`config.mk`:
```
export PLATFORM = sky130hd
export DESIGN_NAME = ssps_seq
export DESIGN_NICKNAME = d
export VERILOG_FILES = /design/src/ssps_pkg.sv /design/src/ssps_timer_if.sv /design/src/ssps_timer.sv /design/src/ssps_seq.sv
export SDC_FILE = /design/constraint.sdc
export NUM_CORES = 1
export LEC_CHECK = 0
export BUFFER_PORTS_ARGS = -buffer_cell sky130_fd_sc_hd__buf_4
export CORE_MARGIN = 2
export CORE_UTILIZATION = 55
export CTS_CLUSTER_SIZE = 16
export DETAILED_ROUTE_END_ITERATION = 8
export PLACE_DENSITY = 0.73
export SYNTH_ARGS = -nofsm -noshare
export SYNTH_HDL_FRONTEND = slang
export SYNTH_SLANG_ARGS = --single-unit
```
`constraint.sdc`:
```
create_clock -name clk -period 4.8 [get_ports clk]
set_clock_uncertainty 0.1 [all_clocks]
set_input_delay 0.24 -clock clk [delete_from_list [all_inputs] [get_ports clk]]
set_output_delay 0.24 -clock clk [all_outputs]
set_load 0.01 [all_outputs]
```
`src/ssps_pkg.sv`:
```
package ssps_pkg;
	// ---------------------------------------------------------------
	// timing at 40 mhz
	// ---------------------------------------------------------------
	localparam int CLK_HZ          = 40000000;
	localparam real SOFT_START_MS  = 3.5;
	localparam real BROWNOUT_MS    = 32.0;
	localparam real OVERPOWER_MS   = 27.5;
	localparam int SOFT_START_CYC  = int'(SOFT_START_MS * CLK_HZ / 1000.0);
	localparam int BROWNOUT_CYC    = int'(BROWNOUT_MS * CLK_HZ / 1000.0);
	localparam int OVERPOWER_CYC   = int'(OVERPOWER_MS * CLK_HZ / 1000.0);
	// ---------------------------------------------------------------
	// counts and widths
	// ---------------------------------------------------------------
	localparam int OPP_RESTARTS    = 3;
	localparam int MAXDUTY_STROKES = 8;
	localparam int LIMIT_W         = 8;
	localparam int TIMER_W         = 24;
	localparam logic [7:0] LIMIT_RST = 8'h00;

	typedef enum {
		SSPS_OFF,
		SSPS_CHECK,
		SSPS_RUN,
		SSPS_DISCHARGE,
		SSPS_RECHARGE,
		SSPS_LATCHED
	} ssps_state_e;
endpackage

```
`src/ssps_timer_if.sv`:
```
`timescale 1ns/1ps
interface ssps_timer_if #(parameter int W = 24);
	logic         ce;
	logic         run;
	logic [W-1:0] limit;
	logic         done;
	modport ctl (output ce, output run, output limit, input done);
	modport tmr (input ce, input run, input limit, output done);
endinterface

```
`src/ssps_timer.sv`:
```
`timescale 1ns/1ps
module ssps_timer #(parameter int W = 24) (
	// clock and reset
	input  wire logic clk,
	input  wire logic rst_n,
	// control
	ssps_timer_if.tmr t
);
	logic [W-1:0] cnt_q;
	logic         done_q;
	wire          hit = (cnt_q >= t.limit);
	always_ff @(posedge clk) begin
		if (!rst_n) begin
			cnt_q  <= '0;
			done_q <= 1'b0;
		end else if (t.ce) begin
			if (!t.run) begin
				cnt_q  <= '0;
				done_q <= 1'b0;
			end else if (!hit) begin
				cnt_q <= cnt_q + 1'b1;
			end else begin
				done_q <= 1'b1;
			end
		end
	end
	assign t.done = done_q;
endmodule // ssps_timer

```
`src/ssps_seq.sv`:
```
`timescale 1ns/1ps
// Notes on behaviour
// - below start-up threshold: stay low power, gate never driven
// - at start-up threshold, check mains and sense input first
// - switch only if brownin seen and sense above detect threshold
// - peak current limit ramps up over 3.5 ms soft start
// - any protection stops gate at once, then restart or latch
// - overpower, lockout, brownout, max duty faults restart
// - overvoltage and overtemperature faults latch off
// - restart: wait lockout, power down, recharge to start-up, resume
// - overpower repeats discharge and recharge three times
// - latched fault: power down now, clamp supply above latch reset
// - lockout in run: stop, wait for start-up threshold
// - brownout only after mains low continuously 32 ms
// - eight consecutive max duty strokes trigger restart
// - overload lasting over 27.5 ms raises overpower fault
module ssps_seq #(
	parameter int BROWNOUT_CYCLES  = ssps_pkg::BROWNOUT_CYC,
	parameter int OVERPOWER_CYCLES = ssps_pkg::OVERPOWER_CYC,
	parameter int SOFT_CYCLES      = ssps_pkg::SOFT_START_CYC,
	parameter int RESTARTS         = ssps_pkg::OPP_RESTARTS,
	parameter int STROKES          = ssps_pkg::MAXDUTY_STROKES
) (
	// clock, reset, enable
	input  wire logic                        clk,
	input  wire logic                        rst_n,
	input  wire logic                        ce,
	// supply comparators
	input  wire logic                        supply_at_startup,
	input  wire logic                        supply_below_lockout,
	input  wire logic                        supply_below_latch_reset,
	// start-up check results
	input  wire logic                        mains_above_turn_on_level,
	input  wire logic                        sense_above_detect,
	input  wire logic                        check_done,
	// run-time indications
	input  wire logic                        mains_below_brownout,
	input  wire logic                        overload,
	input  wire logic                        stroke_end,
	input  wire logic                        stroke_at_max_duty,
	input  wire logic                        latch_fault,
	input  wire logic                        gate_request,
	// outputs
	output logic                             gate_out,
	output logic                             low_power,
	output logic                             check_active,
	output logic                             supply_clamp,
	output logic                             overpower_fault,
	output logic [ssps_pkg::LIMIT_W-1:0]     current_sense_limit
);
	// ---------------------------------------------------------------
	// state
	// ---------------------------------------------------------------
	ssps_pkg::ssps_state_e state_q, state_d;
	logic [1:0]  restarts_q;
	logic [3:0]  strokes_q;
	logic        opp_mode_q;
	logic [ssps_pkg::TIMER_W-1:0] bo_q, soft_q;
	logic [ssps_pkg::LIMIT_W-1:0] lim_q;

	ssps_timer_if #(.W(ssps_pkg::TIMER_W)) opp_t ();
	ssps_timer u_opp (
		.clk   (clk),
		.rst_n (rst_n),
		.t     (opp_t.tmr)
	);

	wire running = (state_q == ssps_pkg::SSPS_RUN);
	assign opp_t.ce    = ce;
	assign opp_t.run   = running && overload;
	assign opp_t.limit = ssps_pkg::TIMER_W'(OVERPOWER_CYCLES);

	// ---------------------------------------------------------------
	// fault decoding
	// ---------------------------------------------------------------
	wire opp_hit      = opp_t.done;
	wire brownout_hit = (bo_q >= ssps_pkg::TIMER_W'(BROWNOUT_CYCLES));
	wire maxduty_hit  = stroke_end && stroke_at_max_duty &&
	                    (strokes_q == 4'(STROKES - 1));
	wire restart_hit  = opp_hit || brownout_hit || maxduty_hit
	                    || supply_below_lockout;
	wire qualified    = mains_above_turn_on_level && sense_above_detect;

	always_comb begin
		state_d = state_q;
		case (state_q)
			ssps_pkg::SSPS_OFF: begin
				if (supply_at_startup)
					state_d = ssps_pkg::SSPS_CHECK;
			end
			ssps_pkg::SSPS_CHECK: begin
				if (supply_below_lockout)
					state_d = ssps_pkg::SSPS_OFF;
				else if (check_done && qualified)
					state_d = ssps_pkg::SSPS_RUN;
			end
			ssps_pkg::SSPS_RUN: begin
				if (latch_fault)
					state_d = ssps_pkg::SSPS_LATCHED;
				else if (restart_hit)
					state_d = ssps_pkg::SSPS_DISCHARGE;
			end
			ssps_pkg::SSPS_DISCHARGE: begin
				if (supply_below_lockout)
					state_d = ssps_pkg::SSPS_RECHARGE;
			end
			ssps_pkg::SSPS_RECHARGE: begin
				if (supply_at_startup) begin
					if (opp_mode_q && restarts_q != 2'(RESTARTS - 1))
						state_d = ssps_pkg::SSPS_DISCHARGE;
					else
						state_d = ssps_pkg::SSPS_CHECK;
				end
			end
			ssps_pkg::SSPS_LATCHED: begin
				if (supply_below_latch_reset)
					state_d = ssps_pkg::SSPS_OFF;
			end
			default: state_d = ssps_pkg::SSPS_OFF;
		endcase
	end

	// ---------------------------------------------------------------
	// soft start ramp: limit steps once per slice of the interval
	// ---------------------------------------------------------------
	localparam int STEP_CYC = (SOFT_CYCLES >> ssps_pkg::LIMIT_W) > 0 ?
	                          (SOFT_CYCLES >> ssps_pkg::LIMIT_W) : 1;
	wire soft_tick = (soft_q >= ssps_pkg::TIMER_W'(STEP_CYC - 1));

	// ---------------------------------------------------------------
	// helpers
	// ---------------------------------------------------------------
	function automatic logic at_ceiling(input logic [ssps_pkg::LIMIT_W-1:0] v);
		return v == '1;
	endfunction

	// power-down states: supply only charges through the start-up path
	function automatic logic is_quiet(input ssps_pkg::ssps_state_e s);
		return s == ssps_pkg::SSPS_OFF || s == ssps_pkg::SSPS_RECHARGE || s == ssps_pkg::SSPS_LATCHED;
	endfunction

	// ---------------------------------------------------------------
	// supervisor counters: next values
	// ---------------------------------------------------------------
	wire                          mains_low_run = running && mains_below_brownout;
	wire                          restart_entry = running && restart_hit && !latch_fault;
	wire                          recharge_done = (state_q == ssps_pkg::SSPS_RECHARGE) && supply_at_startup;

	logic [ssps_pkg::TIMER_W-1:0] bo_d;
	logic [ssps_pkg::TIMER_W-1:0] soft_d;
	logic [3:0]                   strokes_d;
	logic [1:0]                   restarts_d;
	logic                         opp_mode_d;
	logic [ssps_pkg::LIMIT_W-1:0] lim_d;

	// brownout only counts while mains low without a break
	assign bo_d       = !mains_low_run ? '0 : brownout_hit ? bo_q : bo_q + 1'b1;
	// a normal stroke breaks the run of max-duty strokes
	assign strokes_d  = !running ? 4'h0 :
	                    !stroke_end ? strokes_q :
	                    stroke_at_max_duty ? strokes_q + 4'h1 : 4'h0;
	// overpower mode is decided once, at the moment switching stops
	assign opp_mode_d = restart_entry ? opp_hit : opp_mode_q;
	assign restarts_d = restart_entry ? 2'h0 :
	                    recharge_done ? restarts_q + 2'h1 : restarts_q;

	// ---------------------------------------------------------------
	// soft start ramp: next values
	// ---------------------------------------------------------------
	// ramp restarts from zero on every start
	assign soft_d     = !running ? '0 : at_ceiling(lim_q) ? soft_q :
	                    soft_tick ? '0 : soft_q + 1'b1;
	assign lim_d      = !running ? ssps_pkg::LIMIT_RST :
	                    (!at_ceiling(lim_q) && soft_tick) ? lim_q + 1'b1 : lim_q;

	// ---------------------------------------------------------------
	// state registers
	// ---------------------------------------------------------------
	always_ff @(posedge clk) begin
		if (!rst_n) begin
			state_q <= ssps_pkg::SSPS_OFF;
		end else if (ce) begin
			state_q <= state_d;
		end
	end

	always_ff @(posedge clk) begin
		if (!rst_n) begin
			bo_q <= '0;
		end else if (ce) begin
			bo_q <= bo_d;
		end
	end

	always_ff @(posedge clk) begin
		if (!rst_n) begin
			strokes_q <= 4'h0;
		end else if (ce) begin
			strokes_q <= strokes_d;
		end
	end

	always_ff @(posedge clk) begin
		if (!rst_n) begin
			opp_mode_q <= 1'b0;
		end else if (ce) begin
			opp_mode_q <= opp_mode_d;
		end
	end

	always_ff @(posedge clk) begin
		if (!rst_n) begin
			restarts_q <= 2'h0;
		end else if (ce) begin
			restarts_q <= restarts_d;
		end
	end

	always_ff @(posedge clk) begin
		if (!rst_n) begin
			soft_q <= '0;
		end else if (ce) begin
			soft_q <= soft_d;
		end
	end

	always_ff @(posedge clk) begin
		if (!rst_n) begin
			lim_q <= ssps_pkg::LIMIT_RST;
		end else if (ce) begin
			lim_q <= lim_d;
		end
	end

	// ---------------------------------------------------------------
	// registered outputs
	// ---------------------------------------------------------------
	// gate needs both the present and next state in run, so it drops on the fault edge
	wire                          gate_out_d     = (state_d == ssps_pkg::SSPS_RUN) && running && gate_request;
	wire                          low_power_d    = is_quiet(state_d);
	wire                          check_active_d = state_d == ssps_pkg::SSPS_CHECK;
	wire                          supply_clamp_d = state_d == ssps_pkg::SSPS_LATCHED;
	wire                          opp_set        = running && opp_hit;
	wire                          opp_keep       = overpower_fault && !running;
	wire                          opp_clear      = state_d == ssps_pkg::SSPS_CHECK;
	wire                          opp_fault_d    = opp_set || (opp_keep && !opp_clear);
	wire [ssps_pkg::LIMIT_W-1:0]  limit_d        = running ? lim_q : ssps_pkg::LIMIT_RST;

	always_ff @(posedge clk) begin
		if (!rst_n) begin
			gate_out <= 1'b0;
		end else if (ce) begin
			gate_out <= gate_out_d;
		end
	end

	always_ff @(posedge clk) begin
		if (!rst_n) begin
			low_power <= 1'b1;
		end else if (ce) begin
			low_power <= low_power_d;
		end
	end

	always_ff @(posedge clk) begin
		if (!rst_n) begin
			check_active <= 1'b0;
		end else if (ce) begin
			check_active <= check_active_d;
		end
	end

	always_ff @(posedge clk) begin
		if (!rst_n) begin
			supply_clamp <= 1'b0;
		end else if (ce) begin
			supply_clamp <= supply_clamp_d;
		end
	end

	always_ff @(posedge clk) begin
		if (!rst_n) begin
			overpower_fault <= 1'b0;
		end else if (ce) begin
			overpower_fault <= opp_fault_d;
		end
	end

	always_ff @(posedge clk) begin
		if (!rst_n) begin
			current_sense_limit <= ssps_pkg::LIMIT_RST;
		end else if (ce) begin
			current_sense_limit <= limit_d;
		end
	end
endmodule // ssps_seq

```
* Word-level counts from Yosys, hierarchy flattened
Cells that the tools add are included.
** Cells by class
- Equal/unequal tests :: 20
- Reductions and logical operators :: 37
- $lt $le $gt $ge :: 3
- $add $sub $neg :: 6
- Mux-type cells :: 27
** Operator list (number)
- $mux W32 :: 8
- $pmux W32 S6 :: 1
- $mux W24 :: 7
- $eq A32 B3 Y1 const B :: 4
- $eq A32 B2 Y1 const B :: 3
- $eq A32 B4 Y1 const B :: 3
- $add A24 B1 Y24 const B :: 3
- $logic_not A32 Y1 :: 2
- $ge A24 B21 Y1 const B :: 2
- $eq A32 B1 Y1 const B :: 1
- $ge A24 B10 Y1 const B :: 1
- $mux W8 :: 3
- $logic_and A1 B1 Y1 :: 16
- $reduce_and A2 Y1 :: 8
- $mux W4 :: 3
- $ne A2 B2 Y1 const B :: 6
- $add A8 B1 Y8 const B :: 1
- $eq A8 B8 Y1 const B :: 1
- $logic_or A1 B1 Y1 :: 6
- $mux W2 :: 3
- $add A4 B1 Y4 const B :: 1
- $eq A4 B3 Y1 const B :: 1
- $logic_not A1 Y1 :: 4
- $add A2 B1 Y2 const B :: 1
- other kinds (3) :: 4
** Word-level totals
- Bits in registers :: 133
- Input port bits :: 15
- Output and inout port bits :: 13

* Longest topological paths before layout
Gate-level depths: netlist (run 1).
- Depth in word-level cells :: 11
- Mapped depth :: 9
- Depth with buffers taken out :: 8

* Modules after synthesis
Synthesis (run 1) repeated with hierarchy kept, for this count alone.
** Unflattened totals
- Cells, all modules :: 811
- Area, all modules :: 6812.8 um2
** Modules (own cells, without submodules)
- ssps_seq :: times used 1, area an instance 4803.4 um2, cells each 546
- ssps_timer :: times used 1, area an instance 2009.4 um2, cells each 265

* Worst setup path before layout (run 1)
Ideal clock, no wire load.
- Path type :: register to register
- Start point :: register soft_q[1] in the netlist's numbering
- End point :: register lim_q[4] in the netlist's numbering
- Period minus slack after synthesis :: 2.013 ns
- Data arrival time :: 1.799 ns
- Buffers on the path :: 0
- Slack :: 2.787 ns
- Cell stages (with the launch flop) :: 9
- Setup time :: 0.115 ns
- Cell sequence :: dfxtp_1 inv_1 ha_1 nor4_1 a21boi_0 o311a_1 o31ai_4 nor4_1 o21a_1
** Between the ends
- Longest elaborated chain between the ends :: 4
** Ends and longest elaborated chain
- start, declared :: line ssps_seq.sv:58 : logic [ssps_pkg::TIMER_W-1:0] bo_q, soft_q;
- start signal, assigned :: line ssps_seq.sv:223 : soft_q <= soft_d;
- $ge A24 B10 Y1 :: line ssps_seq.sv:128 : wire soft_tick = (soft_q >= ssps_pkg::TIMER_W'(STEP_CYC - 1));
- $logic_and A1 B1 Y1 :: line ssps_seq.sv:174 : (!at_ceiling(lim_q) && soft_tick) ? lim_q + 1'b1 : lim_q;
- $ne A2 B1 Y1 (no source line)
- $reduce_and A2 Y1 (no source line)
- end signal, assigned :: line ssps_seq.sv:229 : lim_q <= ssps_pkg::LIMIT_RST;
- end signal, assigned :: line ssps_seq.sv:231 : lim_q <= lim_d;
- end, declared :: line ssps_seq.sv:59 : logic [ssps_pkg::LIMIT_W-1:0] lim_q;
No other way between the ends.
A chain may end at the register's enable or synchronous reset.

* Final worst setup path (run 1)
- Start point :: register state_q[4]
- End point :: register lim_q[6] in the netlist's numbering
** Between the ends
- Longest elaborated chain between the ends :: 3
** Ends and longest elaborated chain
- start, declared :: line ssps_seq.sv:54 : ssps_pkg::ssps_state_e state_q, state_d;
- start signal, assigned :: line ssps_seq.sv:181 : state_q <= ssps_pkg::SSPS_OFF;
- start signal, assigned :: line ssps_seq.sv:183 : state_q <= state_d;
- $eq A32 B3 Y1 (*) :: line ssps_seq.sv:68 : wire running = (state_q == ssps_pkg::SSPS_RUN);
- $ne A2 B1 Y1 (no source line)
- $reduce_and A2 Y1 (no source line)
Every way passes the cells marked *; elsewhere a longest branch is shown, timed or not.

==> results of run 1 <==
-- area by class of cell --
cell class                 count  area [um^2]  area share (%)
inverter                      10         37.5           0.545
multi-input combinational    493         3210            46.5
timing repair buffer          32          250            3.63
clock buffer                  22          453            6.57
tap                          140          175            2.54
sequential                   133         2660            38.6
clock inverter                 9          104            1.51
-- worst paths after layout --
check	to	depth (start not counted)
worst max-delay path	lim_q[6]	6
worst min-delay path	strokes_q[2]	4
worst max register to register	lim_q[6]	6
worst min register to register	u_opp.cnt_q[21]	1
-- registers in the layout (all words and copies together) (netlist names), 2 cells and up --
register and count:
lim_q 8, u_opp.cnt_q 24, soft_q 24, bo_q 24, current_sense_limit 8, strokes_q 4
state_q 32, restarts_q 2
-- routing by layer --
| layer | vias to the layer above | wire, um | global-route usage (%) |
|---|---|---|---|
| met5 | - | 0 | 0 |
| met4 | 0 | 188 | 10.0 |
| met3 | 23 | 532 | 6.46 |
| met2 | 104 | 6620 | 41.2 |
| met1 | 2485 | 6260 | 30.1 |
| li1 | 2526 | - | - |
-- stage by stage --
step | instances | util [%]
after CTS | 839 | 63.6
after floorplan | 667 | -
after global routing | 839 | 63.6
final | 839 | 63.6
after global placement | 804 | 58.0
after detailed placement | 804 | 58.0
-- cell usage after synthesis (3+ instances only) --
| library cell | number |
|---|---|
| a21boi_0 | 4 |
| nand4_1 | 23 |
| nor4_1 | 10 |
| and3b_1 | 3 |
| inv_1 | 9 |
| nor3_1 | 13 |
| o21ai_0 | 25 |
| o21a_1 | 3 |
| o211ai_1 | 7 |
| nand3_1 | 27 |
| and3_1 | 47 |
| nand2_1 | 39 |
| a41oi_1 | 3 |
| dfxtp_1 | 133 |
| o41ai_1 | 5 |
| o31ai_1 | 3 |
| ha_1 | 10 |
| a31oi_1 | 15 |
| xor2_1 | 6 |
| and4_1 | 13 |
| or2_2 | 3 |
| buf_6 | 6 |
| mux2i_1 | 13 |
| and2_1 | 11 |
| clkbuf_1 | 12 |
| or3_1 | 24 |
| a21oi_1 | 42 |
| nor2_1 | 65 |
| xnor2_1 | 12 |
| or4_1 | 6 |
| buf_2 | 8 |
| nand2b_1 | 4 |
| nor4_2 | 6 |
-- logic make-up after synthesis --
| logic type | count (synthesis) |
|---|---|
| xor gates and xnor gates | 18 |
| muxes | 13 |
| AOI/OAI and AO/OA | 137 |
| adders and majority gates | 10 |
| buffers and inverters | 41 |
| DFF | 133 |
| and+or+nand+nor | 315 |
-- worst min-delay path: stages --
cell      delay, ns
buf_4          0.10
o211ai_1       0.10
xor2_1         0.13
nor2_1         0.05
-- what timing repair did --
action	in CTS	in global routing
buffers inserted	0	0
hold buffers	4	0
hold endpoints to repair	8	0
-- where the power goes --
part / internal [mW] / switching [mW]
clock network: 0.760 / 0.464
logic: 0.0276 / 0.0550
registers: 1.11 / 0.00479
==> results.md, run 1 <==
* Outcome: complete, no violations
* Ports at 28
* Crit path buffers/inverters at 0
* Via density per instance at 6.12
* 1st-pass router iterations at 5
* Complex-gate fraction of the synthesized area at 15.6%
* Count of inserted antenna diode cells at 0
* Drt wl/cell at 16.2 um
* Final setup margin at 1.95 ns
* Async SR Flop Fraction at 0%
* # DRC at 0
* Post-Layout Inst Area at 6890 um^2
* Drt total wl at 13600 um
* Critical path's largest stage delay at between 0.7 and 0.8 ns
* GR Overflow Total at 0
* Slowest cell on crit path: nor3_2
* CP max FO at 13
* Cells along the critical path: nor4_1 > nand4_1 > nor3_2 > o21ai_2 > or4_1 > nand2_1
* Clk root buf: clkbuf_8
* Layout fillers at 918
* Post-layout min period at 2.85 ns
* Clk slew on worst S/H paths at 0.06 ns
* I/O Buffers at 27
* Row Count at 38
* Vias in the first global route at roughly 5k
* Syn avg cell area at 9.13 um^2
* Warnings, synthesis at 0
* Gpl congestion at a little over 0.9
* TritonCTS clock tree: done
* Post-synthesis mux area share at 2.14%
* Layout area overhead at 13.1%
* Max clock buf depth at 2
* Register area share after synthesis at 43.7%
* Register-to-register setup slack at 1.95 ns
* Antenna violations before repair at 0
* Largest net degree at the start of global routing at 46
* CTS Buf Count at 17
* Maxcap violations at 0
* Core area at between 10000 and 15000 um^2
* Final hold vios at 0
* Worst vdd ir at 0.000284 V
* Post-synth EDFFs at 0
* Synthesized instance count at around 670
* Initial DRC count at 422
* Final-report setup violation count at 0
* RSZ-0062 raised after global routing: no
* Main combinational cell family by area after synthesis: simple AND/OR/NAND/NOR gates
* Mapped Nets at 692
* Most common cell after layout, fill and taps aside: dfxtp_1
* Fin Setup TNS at 0 ns
* Final ANT Viol Nets at 0
* Fraction of layout cells with a size suffix above 1 at around an eighth
* Crit Path Class: reg2reg
* Pwr/cell area at 351 nW/um^2
* Post-Synth XOR/XNOR Area at 2.59%
* Max Freq at 0.351 GHz
* Critical Path Source: state_q[4]
* Critical Path Start Type: flip-flop
* Most frequent cells in the layout: dfxtp_1, nor2_1, and3_1, a21oi_1, nand2_1
* Worst Hold Launch: stroke_end
* Post-layout nets at 712
* #FFs+latches synth at 133
* Synth top area cells: dfxtp_1, and3_1, nor2_1
* Yosys top cell area share at 43.7%
* Arrival time at the worst endpoint at 3.23 ns
* Simple-gate share of the synthesized area at 30.3%
* Power Total at 2.42 mW
* Starting Density at a little under three fifths
* CP required at 5.17 ns
* Start of the worst register-to-register path: state_q[4]
* Yosys cell types at 77
* Slew Limit Fails at 0
* Post-CTS sizing at 0
* Min Hold Slack at 0.0349 ns
* Crit. End Element: flip-flop
* Worst Max-Slew Pin Slew at 0.899 ns
* Fin crit share at 59.4%
* Post-DP HPWL at 8860 um
* Routed vias at 5138
* Worst slack, placed at 1.93 ns
* Clk sink count at 133
* First-pass GRT wire length at around 23000 um
* Skew-Pair Late Insertion Delay at between 0.5 and 0.6 ns
* Post-Synth Adder-Cell Area at 2.05%
* P_leak at 2.58 nW
* Min-Delay Path Class: in2reg
* Die Area at 11900 um^2
* Die extent in y at 109 um
* Slew HR at 39.8%
* Crit path max-delay family: simple AND/OR/NAND/NOR gates
* Ys flop type: dfxtp_1
* Placed Area at about 6300 um^2
* Top cell type by total area after synthesis: dfxtp_1
* Tot GR Track Use at 24.6%
* Mapped Area at 6090 um^2
* Die W at 109 um
* H-Tree Depth at 4
No activity file was read; power rests on OpenSTA's default activity.
==> run 2, diff against run 1 <==
ABC_AREA = 1   (was default)
PLACE_DENSITY = 0.72   (was 0.73)
clock period = 2.8 ns   (was 4.8 ns; I/O delays follow)
==> run 2 against run 1 <==
Via count grew 13%. Combinational power rose to 3.2 times the previous value. Critical path depth rose by 5. Sequential share of layout area decreased by 2.5 points. Clock power up 89%. First-iteration DRC count is 1.2% lower. Utilization rose by 0.95 points. Sequential cell count is the same. Clock-buffer cell count decreased by 1. Register-to-register slack lost 1.5 ns. Hold slack improved by 0.0055 ns. Critical endpoint is now strokes_q[1]. Largest power group unchanged.
==> results.md, run 2 <==
* Die W at 112 um
* Clk root buf: clkbuf_16
* Largest net degree at the start of global routing at 66
* Arrival time at the worst endpoint at 2.57 ns
* Clk sink count at between 100 and 150
* Fin crit share at a little over four fifths
* Slowest cell on crit path: dlygate4sd3_1
* Critical Path Start Type: flip-flop
* Maxcap violations at 0
* Drt wl/cell at about 13 um
* Synthesized instance count at approximately 930
* Fraction of layout cells with a size suffix above 1 at 9.97%
* Pwr/cell area at 609 nW/um^2
* Syn avg cell area at 6.97 um^2
* Post-CTS setup buffers at 0
* Cells along the critical path: nor2_1 > nand2_1 > nor2_1 > nand2_1 > nor2_4 > nand2_2 > o21ai_2 > inv_1 > nand3_1 > a21oi_1 > dlygate4sd3_1
* Most common cell in the netlist: nand2_1
* TritonCTS clock tree: done
* Antenna violations before repair at 0
* Layout area overhead at 14.2%
* Final core occ at around 64%
* Yosys cell types at 45
* Outcome: complete, no violations
* Worst vdd ir at 0.000570 V
* Starting Density at a little under three fifths
* Drt total wl at 14200 um
* Skew-Pair Late Insertion Delay at 0.42 ns
* Row Count at 39
* Crit path buffers/inverters at 2
* Largest register FFs at 32
* Register area share after synthesis at between 40% and 50%
* Clk slew on worst S/H paths at 0.06 ns
* Most frequent cells in the layout: nand2_1, nor2_1, dfxtp_1, inv_1, nand3_1
* P_int at 3.44 mW
* Vias in the first global route at between 5k and 6k
* Post-layout min period at 2.36 ns
* Warnings, synthesis at 0
* CTS Buf Count at 17
* 1st-pass router iterations at 5
* Gpl congestion at 0.915
* First-pass GRT wire length at 24700 um
* Routed vias at 5792
* Async SR Flop Fraction at 0%
* Ys flop type: dfxtp_1
* Crit. End Element: flip-flop
* Post-DP HPWL at 9520 um
* Initial DRC count at 417
* Most common cell after layout, fill and taps aside: nand2_1
* Register bank with the most flops: state_q
* Yosys top cell area share at 41.3%
* Fin Setup TNS at 0 ns
* Core area at ~11000 um^2
* Max Freq at 0.423 GHz
* Sw Pwr at 1.04 mW
* Top post-synthesis cells by count: nand2_1, nor2_1, dfxtp_1, inv_1, nand3_1
* Count of inserted antenna diode cells at 0
* Sequential Power Share at 43.0%
* Slew HR at 68.7%
* Mapped Nets at 951
* Ports at 28
* CP required at about 3 ns
* Layout fillers at 1076
* Top cell type by total area after synthesis: dfxtp_1
* I/O Buffers at 27
* Slew Limit Fails at 0
* Die Area at 12600 um^2
* Post-layout nets at 976
* # DRC at 0
* Final ANT Viol Nets at 0
* H-Tree Depth at 4
* Crit Path Class: reg2reg
* P_leak at ~2.9 nW
* Tot GR Track Use at roughly a quarter
* #FFs+latches synth at 133
* Critical path's largest stage delay at 0.57 ns
* Final-report setup violation count at 0
* RSZ-0062 raised after global routing: no
* Via density per instance at 5.24
* Clock group share of total power at 51.2%
* GR Overflow Total at 0
* Die extent in y at between 100 and 150 um
* Crit path max-delay family: simple AND/OR/NAND/NOR gates
* Switching share of power at 23.3%
* Worst Max-Slew Pin Slew at 0.468 ns
* Post-synth EDFFs at 0
* Synth top area cells: dfxtp_1, nand2_1, nor2_1
* Max clock buf depth at 2
* CP max FO at 7
* Mapped Area at 6450 um^2
* Final hold vios at 0
* Min-Delay Path Class: in2reg
* Comb power frac at under 10%
==> run 2: kinds of logic after synthesis <==
family	after synthesis	synth area share, %
DFF	133	41.3
adders and majority gates	10	1.94
AOI/OAI and AO/OA	119	10.1
buffers and inverters	129	8.32
and+or+nand+nor	512	35.3
xor gates and xnor gates	23	3.12
==> run 2: path summary, 6_finish.rpt <==
kind	startpoint	endpoint	slack (ns)	cells after the start
worst max-delay path	state_q[31]	strokes_q[1]	0.44	11
worst min-delay path	gate_request	gate_out	0.04	5
worst max register to register	state_q[31]	strokes_q[1]	0.44	11
worst min register to register	state_q[19]	state_q[19]	0.34	2
==> run 2: worst min-delay path, cell delays in order <==
cell,delay [ns]
buf_4,0.11
nand2_1,0.05
nor2_1,0.04
nand3_1,0.12
nand2_1,0.06
==> run 2: cell type report <==
class	count	area [um^2]	area share, %
Inverter	99	373	5.06
Sequential cell	133	2660	36.2
Timing Repair Buffer	36	290	3.94
Clock buffer	21	460	6.25
Multi-Input combinational cell	664	3250	44.2
Clock inverter	10	148	2.00
Tap cell	143	179	2.43
==> run 2: power by group through the flow <==
stage	registers, mW	clock network, mW	logic [mW]
2_1_floorplan	1.97	0	0.184
4_1_cts	1.93	2.33	0.260
5_1_grt	1.93	2.42	0.293
3_5_place_dp	1.97	0	0.257
3_3_place_gp	1.97	0	0.257
6_report	1.93	2.30	0.261
==> run 2: layer usage <==
layer | part of all wire (%) | GRT usage [%]
met5 | 0 | 0
met4 | 1.4 | 8.78
met3 | 3.8 | 6.10
met2 | 46 | 37.4
met1 | 49 | 31.8
==> run 2: stage by stage <==
stage	setup slack, ns	area (um^2)	hold slack, ns	instances	total power [mW]
floorplan	1.03	6450	0.259	926	2.15
global placement	0.603	6730	0.325	1072	2.22
detailed placement	0.568	6730	0.329	1072	2.22
CTS	0.456	7360	0.0262	1106	4.52
global route	0.259	7360	0.0626	1106	4.64
finish	0.437	7360	0.0404	1106	4.48
==> run 2: what timing repair did <==
action,CTS,global route
endpoints found under the hold margin,4,0
gates resized for setup,0,0
hold buffers,3,0
==> run 3, diff against run 2 <==
PLACE_DENSITY = 0.75   (was 0.72)
clock period = 2.09 ns   (was 2.8 ns; I/O delays follow)
==> run 3 against run 2 <==
Clock power increased by 33%. Routed wire length increased by 4.1%. Hold slack got worse by 0.015 ns. First-iteration DRC count increased by 7.2%. Sequential power increased by 34%. Critical endpoint is now soft_q[3]. Largest cell class unchanged.
==> results.md, run 3 (synthesis gave the netlist of run 2 again) <==
* Outcome: complete, no violations
* Post-layout nets at 1001
* Die W at about 110 um
* Fin cells at 1132
* Gpl congestion at 0.892
* Clk sink count at roughly 130
* Arrival time at the worst endpoint at 2.26 ns
* Via density per instance at between 5 and 6
* Core area at 11400 um^2
* Count of inserted antenna diode cells at 0
* Vias in the first global route at approximately 5.5k
* Initial DRC count at between 400 and 500
* Fraction of layout cells with a size suffix above 1 at 13.2%
* Fin Setup TNS at 0 ns
* Crit Path Class: reg2reg
* Layout area overhead at 19.4%
* Most common cell after layout, fill and taps aside: nand2_1
* Drt wl/cell at 13.1 um
* Placed cells at 1090
* Pwr/cell area at 786 nW/um^2
* Clk root buf: clkbuf_16
* Largest net degree at the start of global routing at 55
* Tot GR Track Use at about a quarter
* # DRC at 0
* Die Area at 12600 um^2
* TritonCTS clock tree: done
* I/O Buffers at 27
* Min-Delay Path Class: in2reg
* Die extent in y at 112 um
* Max clock buf depth at 2
* Max Freq at 0.499 GHz
* Worst Hold Launch: supply_at_startup
* Routed vias at 5968
* Final ANT Viol Nets at 0
* GR Overflow Total at 0
* H-Tree Depth at 4
* Post-layout min period at roughly 2 ns
* Maxcap violations at 0
* Largest register FFs at 32
* Post-Layout Inst Area at 7700 um^2
* Skew-Pair Late Insertion Delay at 0.43 ns
* Critical Path Start Type: flip-flop
* Worst Max-Slew Pin Slew at 0.492 ns
* Start of the worst register-to-register path: lim_q[0]
* Final hold vios at 0
* Slew Limit Fails at 0
* CP required at 2.35 ns
* CP max FO at 10
* Final-report setup violation count at 0
* P_leak at roughly 3.0 nW
* Most frequent cells in the layout: nand2_1, nor2_1, dfxtp_1, inv_1, nand3_1
* Fin crit share at 95.9%
* Row Count at 39
* Slew HR at 67.2%
* Antenna violations before repair at 0
* Crit. End Element: flip-flop
* Drt total wl at about 15000 um
* CTS Buf Count at 17
* Starting Density at 56.5%
* 1st-pass router iterations at 5
* First-pass GRT wire length at 24800 um
* Ports at 28
* Placed Area at 6870 um^2
* Post-DP HPWL at between 9000 and 10000 um
* Clk slew on worst S/H paths at 0.06 ns
* Critical Path Source: lim_q[0]
* Worst vdd ir at 0.000638 V
* Register bank with the most flops: state_q
[run 3: power by group]
part           leakage, nW  internal, mW  switching, mW
clock                0.293          1.98           1.10
sequential            1.07          2.56         0.0201
combinational         1.62         0.138          0.260
[run 3: layer usage]
| layer | global-route usage [%] | vias up | wire (um) |
|---|---|---|---|
| met5 | 0 | - | 0 |
| met4 | 10.9 | 0 | 285 |
| met3 | 5.51 | 19 | 550 |
| met2 | 39.4 | 139 | 7050 |
| met1 | 30.5 | 2715 | 6890 |
| li1 | - | 3095 | - |
[run 3: per-stage QoR]
stage                     utilization, %  power [mW]  hold slack [ns]  setup WS (ns)
after detailed placement            60.2        3.00            0.328        -0.0276
after global placement              60.2        3.00            0.326         0.0394
after floorplan                        -        2.88            0.224          0.316
final                               67.4        6.05           0.0252         0.0858
after CTS                           66.1        6.07           0.0107         0.0462
after global routing                67.4        6.27           0.0504        -0.0455
[run 3: repair_timing]
| action | in CTS | in global routing |
|---|---|---|
| resized for setup | 1 | 24 |
| setup buffers | 0 | 5 |
| pin swaps | 0 | 5 |
| hold buffers | 5 | 0 |
| endpoints found under the hold margin | 7 | 0 |
| setup endpoints to repair | 16 | 55 |
[run 3: final cells by class]
class	instances	area (um^2)
Clock buffer	22	474
Clock inverter	10	148
Fill cell	993	3720
Inverter	99	379
Multi-Input combinational cell	664	3340
Sequential cell	133	2670
Tap cell	143	179
Timing Repair Buffer	61	512
[run 3: critical path: stages, from the launching register on]
cell and delay, ns:
dfxtp_1 0.36, ha_2 0.22, nand2_1 0.07, inv_1 0.09, nand3_1 0.08, nor2_2 0.11
nand2_1 0.11, o21ai_4 0.21, nor2_1 0.09, buf_4 0.19, nor2_8 0.12, o21ai_1 0.09
a21oi_1 0.11
[run 3: path summary, 6_finish.rpt]
kind	to	slack, ns	depth (start not counted)
max	soft_q[3]	0.09	12
min	restarts_q[1]	0.03	3
max reg2reg	soft_q[3]	0.09	12
min reg2reg	bo_q[23]	0.33	2
